**config.mk**
```make
export PLATFORM = sky130hd
export DESIGN_NAME = arc_relay_ctl
export DESIGN_NICKNAME = d
export VERILOG_FILES = /design/src/rtl/arc_alarm.v /design/src/rtl/arc_relay_ctl.v
export VERILOG_INCLUDE_DIRS = /design/src /design/src/rtl
export SDC_FILE = /design/constraint.sdc
export NUM_CORES = 2
export LEC_CHECK = 0
export ABC_AREA = 1
export BUFFER_PORTS_ARGS = -buffer_cell sky130_fd_sc_hd__buf_2
export CORE_MARGIN = 2
export CORE_UTILIZATION = 32
export DETAILED_ROUTE_END_ITERATION = 10
export HOLD_SLACK_MARGIN = 0.1
export PLACE_DENSITY = 0.57
export SYNTH_ARGS = -nofsm -noshare
export SYNTH_HDL_FRONTEND = slang
export SYNTH_HIERARCHICAL = 1
export SYNTH_SLANG_ARGS = --single-unit
```
**constraint.sdc**
```tcl
create_clock -name mclk -period 4.25 [get_ports mclk]
set_input_delay 0.6375 -clock mclk [delete_from_list [all_inputs] [get_ports mclk]]
set_output_delay 0.6375 -clock mclk [all_outputs]
set_load 0.02 [all_outputs]
```
**src/rtl/arc_map.vh**
```
/*
 header of constants for the alarm relay output control block.
 assumes a 250 MHz mclk; delay and hold settings are counts of 0.1 s ticks.
*/
`ifndef ARC_MAP_VH
`define ARC_MAP_VH
`define ARC_CH_NUM 8
`define ARC_OUT_NUM 2
`define ARC_VAL_W 16
`define ARC_TIME_W 16
`define ARC_CLK_MHZ 250
`define ARC_TICK_MS 100
`define ARC_TICK_CYC (`ARC_TICK_MS * 1000 * `ARC_CLK_MHZ)
`define ARC_TICK_CNT_W 25
`define ARC_SRC_NONE 2'h0
`define ARC_SRC_AL1 2'h1
`define ARC_SRC_AL2 2'h2
`define ARC_SRC_BOTH 2'h3
`define ARC_DIR_OVER 1'b0
`define ARC_DIR_UNDER 1'b1
`define ARC_FUNC_OR 1'b0
`define ARC_FUNC_AND 1'b1
`define ARC_POL_NO 1'b0
`define ARC_POL_NC 1'b1
`endif

```
**src/rtl/arc_alarm.v**
```verilog
/*
 one hysteretic threshold alarm for one channel.
 assumes reading and settings are signed and synchronous to mclk.
*/
`timescale 1ns/1ps
`default_nettype none
`include "arc_map.vh"
module arc_alarm (
  input wire mclk,
  input wire rst,
  input wire signed [`ARC_VAL_W-1:0] reading,
  input wire signed [`ARC_VAL_W-1:0] threshold,
  input wire signed [`ARC_VAL_W-1:0] hysteresis,
  input wire direction,
  output reg alarm_r
);
  // one extra bit so threshold +/- hysteresis cannot wrap
  wire signed [`ARC_VAL_W:0] upper = threshold + hysteresis;
  wire signed [`ARC_VAL_W:0] lower = threshold - hysteresis;
  wire signed [`ARC_VAL_W:0] rd = {reading[`ARC_VAL_W-1], reading};
  reg alarm_nxt;

  // set/clear bands; between the bands the alarm keeps its state
  always @* begin
    alarm_nxt = alarm_r;
    if (direction == `ARC_DIR_OVER) begin
      if (rd >= upper) alarm_nxt = 1'b1;
      else if (rd <= lower) alarm_nxt = 1'b0;
    end else begin
      if (rd <= lower) alarm_nxt = 1'b1;
      else if (rd >= upper) alarm_nxt = 1'b0;
    end
  end

  // alarm state register
  always @(posedge mclk) begin
    if (rst) alarm_r <= 1'b0;
    else alarm_r <= alarm_nxt;
  end
endmodule
`default_nettype wire

```
**src/rtl/arc_relay_ctl.v**
```verilog
/*
 relay output control: per-channel dual alarms, source select, OR/AND combine,
 up/down delay filter, closed/open hold times and N.O./N.C. polarity.
 assumes readings and settings arrive as flat buses synchronous to mclk.
*/
`timescale 1ns/1ps
`default_nettype none
`include "arc_map.vh"
module arc_relay_ctl (
  input wire mclk,
  input wire rst,
  input wire [`ARC_CH_NUM*`ARC_VAL_W-1:0] reading,
  input wire [`ARC_CH_NUM*`ARC_VAL_W-1:0] first_threshold,
  input wire [`ARC_CH_NUM*`ARC_VAL_W-1:0] first_hysteresis,
  input wire [`ARC_CH_NUM-1:0] first_alarm_direction,
  input wire [`ARC_CH_NUM*`ARC_VAL_W-1:0] second_threshold,
  input wire [`ARC_CH_NUM*`ARC_VAL_W-1:0] second_hysteresis,
  input wire [`ARC_CH_NUM-1:0] second_alarm_direction,
  input wire [`ARC_OUT_NUM*`ARC_CH_NUM*2-1:0] out_source,
  input wire [`ARC_OUT_NUM-1:0] out_func,
  input wire [`ARC_OUT_NUM-1:0] out_polarity,
  input wire [`ARC_OUT_NUM*`ARC_TIME_W-1:0] close_delay,
  input wire [`ARC_OUT_NUM*`ARC_TIME_W-1:0] open_delay,
  input wire [`ARC_OUT_NUM*`ARC_TIME_W-1:0] closed_hold,
  input wire [`ARC_OUT_NUM*`ARC_TIME_W-1:0] open_hold,
  output reg [`ARC_OUT_NUM-1:0] relay_close_r,
  output reg [`ARC_OUT_NUM-1:0] relay_status_r,
  output reg [`ARC_CH_NUM-1:0] first_alarm_r,
  output reg [`ARC_CH_NUM-1:0] second_alarm_r
);
  localparam [`ARC_TICK_CNT_W-1:0] TICK_LAST = `ARC_TICK_CYC - 1;
  localparam NC = `ARC_CH_NUM;
  localparam NO = `ARC_OUT_NUM;
  localparam TW = `ARC_TIME_W;

  wire [NC-1:0] al1; // raw alarms from the evaluators
  wire [NC-1:0] al2;
  reg [`ARC_TICK_CNT_W-1:0] tick_cnt_r; // 0.1 s divider
  reg tick_r; // one-cycle tick enable
  reg [NO-1:0] func_r; // unfiltered logic function (after polarity-free combine)
  reg [NO-1:0] filt_r; // filtered logic function state
  reg [TW-1:0] dly_cnt_r [0:NO-1]; // up/down delay counters
  reg [TW-1:0] hold_cnt_r [0:NO-1]; // remaining hold ticks
  integer o;

  // channel alarm state for one source selection
  function chan_alarm;
    input [1:0] src;
    input a1;
    input a2;
    begin
      case (src)
        `ARC_SRC_AL1: chan_alarm = a1;
        `ARC_SRC_AL2: chan_alarm = a2;
        `ARC_SRC_BOTH: chan_alarm = a1 & a2;
        default: chan_alarm = 1'b0;
      endcase
    end
  endfunction

  // two evaluators per channel, each with own settings
  genvar c;
  generate
    for (c = 0; c < NC; c = c + 1) begin : g_ch
      arc_alarm u_al1 (
        .mclk(mclk),
        .rst(rst),
        .reading(reading[c*`ARC_VAL_W +: `ARC_VAL_W]),
        .threshold(first_threshold[c*`ARC_VAL_W +: `ARC_VAL_W]),
        .hysteresis(first_hysteresis[c*`ARC_VAL_W +: `ARC_VAL_W]),
        .direction(first_alarm_direction[c]),
        .alarm_r(al1[c])
      );
      arc_alarm u_al2 (
        .mclk(mclk),
        .rst(rst),
        .reading(reading[c*`ARC_VAL_W +: `ARC_VAL_W]),
        .threshold(second_threshold[c*`ARC_VAL_W +: `ARC_VAL_W]),
        .hysteresis(second_hysteresis[c*`ARC_VAL_W +: `ARC_VAL_W]),
        .direction(second_alarm_direction[c]),
        .alarm_r(al2[c])
      );
    end
  endgenerate

  // tick divider; hold and delay only move on the tick
  always @(posedge mclk) begin
    if (rst) begin
      tick_cnt_r <= {`ARC_TICK_CNT_W{1'b0}};
      tick_r <= 1'b0;
    end else if (tick_cnt_r == TICK_LAST) begin
      tick_cnt_r <= {`ARC_TICK_CNT_W{1'b0}};
      tick_r <= 1'b1;
    end else begin
      tick_cnt_r <= tick_cnt_r + 1'b1;
      tick_r <= 1'b0;
    end
  end

  // combine attached channels; channels with no source are not attached
  reg any_v;
  reg all_v;
  reg att_v;
  reg ca_v;
  reg [NO-1:0] func_nxt; // combined function before the register
  integer k;
  integer m;
  // combinational combine; own loop variables so no other process shares them
  always @* begin
    any_v = 1'b0;
    all_v = 1'b1;
    att_v = 1'b0;
    ca_v = 1'b0;
    func_nxt = {NO{1'b0}};
    for (m = 0; m < NO; m = m + 1) begin
      any_v = 1'b0;
      all_v = 1'b1;
      att_v = 1'b0;
      for (k = 0; k < NC; k = k + 1) begin
        ca_v = chan_alarm(out_source[(m*NC+k)*2 +: 2], al1[k], al2[k]);
        if (out_source[(m*NC+k)*2 +: 2] != `ARC_SRC_NONE) begin
          att_v = 1'b1;
          any_v = any_v | ca_v;
          all_v = all_v & ca_v;
        end
      end
      // AND with nothing attached stays 0
      func_nxt[m] = (out_func[m] == `ARC_FUNC_AND) ? (all_v & att_v) : any_v;
    end
  end

  // function register
  always @(posedge mclk) begin
    if (rst) begin
      func_r <= {NO{1'b0}};
    end else begin
      func_r <= func_nxt;
    end
  end

  // delay filter and hold timer per output; zero delay bypasses the tick so
  // the switch follows the function at once
  always @(posedge mclk) begin
    if (rst) begin
      filt_r <= {NO{1'b0}};
      for (o = 0; o < NO; o = o + 1) begin
        dly_cnt_r[o] <= {TW{1'b0}};
        hold_cnt_r[o] <= {TW{1'b0}};
      end
    end else begin
      for (o = 0; o < NO; o = o + 1) begin
        if (hold_cnt_r[o] != {TW{1'b0}}) begin
          // frozen while holding; only the hold timer runs
          if (tick_r) hold_cnt_r[o] <= hold_cnt_r[o] - 1'b1;
        end else if (!filt_r[o]) begin
          // counting toward the close delay
          if (func_r[o] && dly_cnt_r[o] >= close_delay[o*TW +: TW]) begin
            filt_r[o] <= 1'b1;
            dly_cnt_r[o] <= {TW{1'b0}};
            hold_cnt_r[o] <= closed_hold[o*TW +: TW];
          end else if (tick_r) begin
            if (func_r[o]) dly_cnt_r[o] <= dly_cnt_r[o] + 1'b1;
            else if (dly_cnt_r[o] != {TW{1'b0}}) dly_cnt_r[o] <= dly_cnt_r[o] - 1'b1;
          end
        end else begin
          // in the 1 state the counter counts up toward the open delay before reverting
          if (!func_r[o] && dly_cnt_r[o] >= open_delay[o*TW +: TW]) begin
            filt_r[o] <= 1'b0;
            dly_cnt_r[o] <= {TW{1'b0}};
            hold_cnt_r[o] <= open_hold[o*TW +: TW];
          end else if (tick_r) begin
            if (!func_r[o]) dly_cnt_r[o] <= dly_cnt_r[o] + 1'b1;
            else if (dly_cnt_r[o] != {TW{1'b0}}) dly_cnt_r[o] <= dly_cnt_r[o] - 1'b1;
          end
        end
      end
    end
  end

  // relay drive and status after polarity
  always @(posedge mclk) begin
    if (rst) begin
      relay_close_r <= {NO{1'b0}};
      relay_status_r <= {NO{1'b0}};
      first_alarm_r <= {NC{1'b0}};
      second_alarm_r <= {NC{1'b0}};
    end else begin
      relay_close_r <= filt_r ^ out_polarity;
      relay_status_r <= filt_r ^ out_polarity;
      first_alarm_r <= al1;
      second_alarm_r <= al2;
    end
  end
endmodule
`default_nettype wire

```
==> run metrics <==
Final Max Tran Viols 0; Ports 842; R2R Path End hold_cnt_r[1][14]; PortBufs 841; WP buf/inv 2; Nets between 10,000 and 15,000; CP max-delay cell nand3_1; crit-path most repeated cell nand2_1; post-synth cell types 57; setup TNS 0 ps; Post-CTS Setup Bufs 0; final clock skew about 30 ps; fraction of registers with async set/reset 0; area leader, netlist ha_1; CP top delay family simple AND/OR/NAND/NOR gates; clock buffer depth 2; Tot Pwr between 0.01 and 0.015 W; YS warnings 6; gp weighted congestion slightly below 1; Synth Net Count ~10,000; synth-to-layout area growth 12.3%; Die Y 409 um; CP peak stage delay between 600 and 700 ps; setup violators final 0; Num CTS Buffers 17; critical path arrival between 3000 and 4000 ps; Die X between 400 and 500 um; starting density of the core 0.322; unrepaired setup endpoints after global routing no; antenna viol nets, final 0; Min-Delay Startpoint out_polarity[0]; router iterations before antenna repair 6; Mapped Area 52,400 um2; Worst-Skew Late Latency about 490 ps; Syn Area/Cell roughly 6.5 um2; endpoints failing hold 0; layout cells sized above 1 0.167; initial antenna violation count approximately 110; drt total wl roughly 200 mm; Hold Path Class primary input to flip-flop; ys flop type edfxtp_1; vias in the first global route between 50,000 and 60,000; max_cap viols 0; Final period util 0.784; worst reg2reg startpoint dly_cnt_r[1][13]; cts repair resizes 0; GRT Resource Usage Total 0.233; top area cells in the synthesized netlist ha_1 (27%), nand2_1 (14%), inv_1 (8.7%); beginning of the critical path dly_cnt_r[1][13]; hold path cells 3; #FFs+latches synth approximately 130; top-area cell type share of the netlist area 0.270; Hold EP relay_status_r[0]; hpwl dp 179 mm; CP Class flip-flop to flip-flop; routed vias/inst 4.91; most frequent cells in the layout nand2_1 (1,911), inv_1 (1,220), ha_1 (1,129); total power per unit cell area between 200 and 250 nW/um2; cell chain of the critical path ha_1, nand2_1, inv_1, o21ai_0, nand2_1, a21oi_1, nand3b_1, nand3_1, nand2_1, inv_1, nand3_1; fill cell count about 18,000; Clock Pin Slew Worst Setup and Hold Paths ~70 ps; Crit Path Max Fanout 16; FMAX 300 MHz; DR iter-0 viols roughly 3,300; commonest non-fill, non-tap cell in the layout nand2_1; largest net degree at the start of global routing 37; Vias between 50,000 and 60,000; footprint of the multi-input gates ~43,000 um2; Syn Inst Count just over 8,000; CTS tree yes; leak pwr between 30 and 40 nW; clock root buffer clkbuf_16; mean routed wirelength per cell ~18 um; FF+latch area 3200 um2; core area ~160,000 um2; status completed; standard-cell rows 148; Worst Setup Start Kind flip-flop; DRC Markers 0; CTS Hold Buffers Added 0; grt ovf 0; TritonCTS Sinks about 130; Worst EP required around 4300 ps; Worst Max-Slew Pin Slew ~900 ps; EDFF count, synth 64; max_slew headroom 0.383; first-pass GRT wire length about 300 mm; Peak VDD IR approximately 0.00034 V; Critical Path End Type flip-flop; register area share after synthesis 0.0611; min cycle time layout ~3300 ps; reg-to-reg slack, setup just over 900 ps; depth of the most critical reg-to-reg path 11; htree depth 4; DIE AREA about 170,000 um2
## power breakdown
group | internal, W | switching (W)
clock | 0.000776 | 0.000770
sequential | 0.00138 | 0.000103
combinational | 0.00327 | 0.00557
total | 0.00542 | 0.00644
## state kept, by name, indices dropped and copies added, names as in the netlist
register / cells
filt_r: 2
g_ch.u_al1/alarm_r: 8
tick_cnt_r: 25
func_r: 2
g_ch.u_al2/alarm_r: 8
tick_r: 1
dly_cnt_r: 32
second_alarm_r: 8
relay_status_r: 2
first_alarm_r: 8
hold_cnt_r: 32
## worst max-delay path by stage
stage / slack [ps] / endpoint / cells after the start
3_5_place_dp: 530 / g_ch[2].u_al2/alarm_r / 28
6_report: 920 / hold_cnt_r[1][14] / 11
3_3_place_gp: 530 / g_ch[0].u_al2/alarm_r / 25
5_1_grt: 540 / hold_cnt_r[1][5] / 9
2_1_floorplan: 1070 / g_ch[0].u_al1/alarm_r / 24
4_1_cts: 760 / hold_cnt_r[1][6] / 10
## cell families after synthesis
family          Yosys count  synth area share
simple gates           3731             0.324
compound gates         1054             0.134
xor+xnor                490            0.0819
flops                   128            0.0611
buf+inv                1497             0.118
fa+ha+maj              1161             0.282
## metrics by stage
stage	hold slack [ps]	util	cells	area (um2)	setup WS (ps)
6_report	407	0.362	11000	58800	917
5_1_grt	394	0.362	11000	58800	542
4_1_cts	345	0.361	10900	58700	762
3_5_place_dp	443	0.358	10900	58100	530
3_3_place_gp	435	0.358	10900	58100	528
2_1_floorplan	418	-	8061	52400	1070
## layer usage
metal  share of wire  track usage
met5          0.0026            0
met4           0.042       0.0898
met3           0.077       0.0549
met2            0.45        0.391
met1            0.43        0.286
## worst min-delay path: stages
cell,delay [ps]
buf_2,90
xnor2_1,50
nor2_1,70
## synthesized netlist by cell type, drive strengths merged (112+ instances only)
| cell | n |
|---|---|
| a21oi | 507 |
| buf | 181 |
| ha | 1129 |
| inv | 1301 |
| nand2 | 2081 |
| nand3 | 406 |
| nand4 | 149 |
| nor2 | 799 |
| nor3 | 162 |
| o21ai | 251 |
| o21bai | 112 |
| xor2 | 459 |
## area by class of cell
| cell class | instances | area share |
|---|---|---|
| well taps | 2175 | 0.0463 |
| diodes | 52 | 0.00221 |
| inverters | 1303 | 0.0831 |
| clock inverters | 15 | 0.00251 |
| repair buffers | 853 | 0.0731 |
| clock buffers | 17 | 0.00723 |
| flip-flops and latches | 128 | 0.0544 |
| multi-input cells | 6436 | 0.731 |
Note: power is estimated with default switching activity, not from simulation.
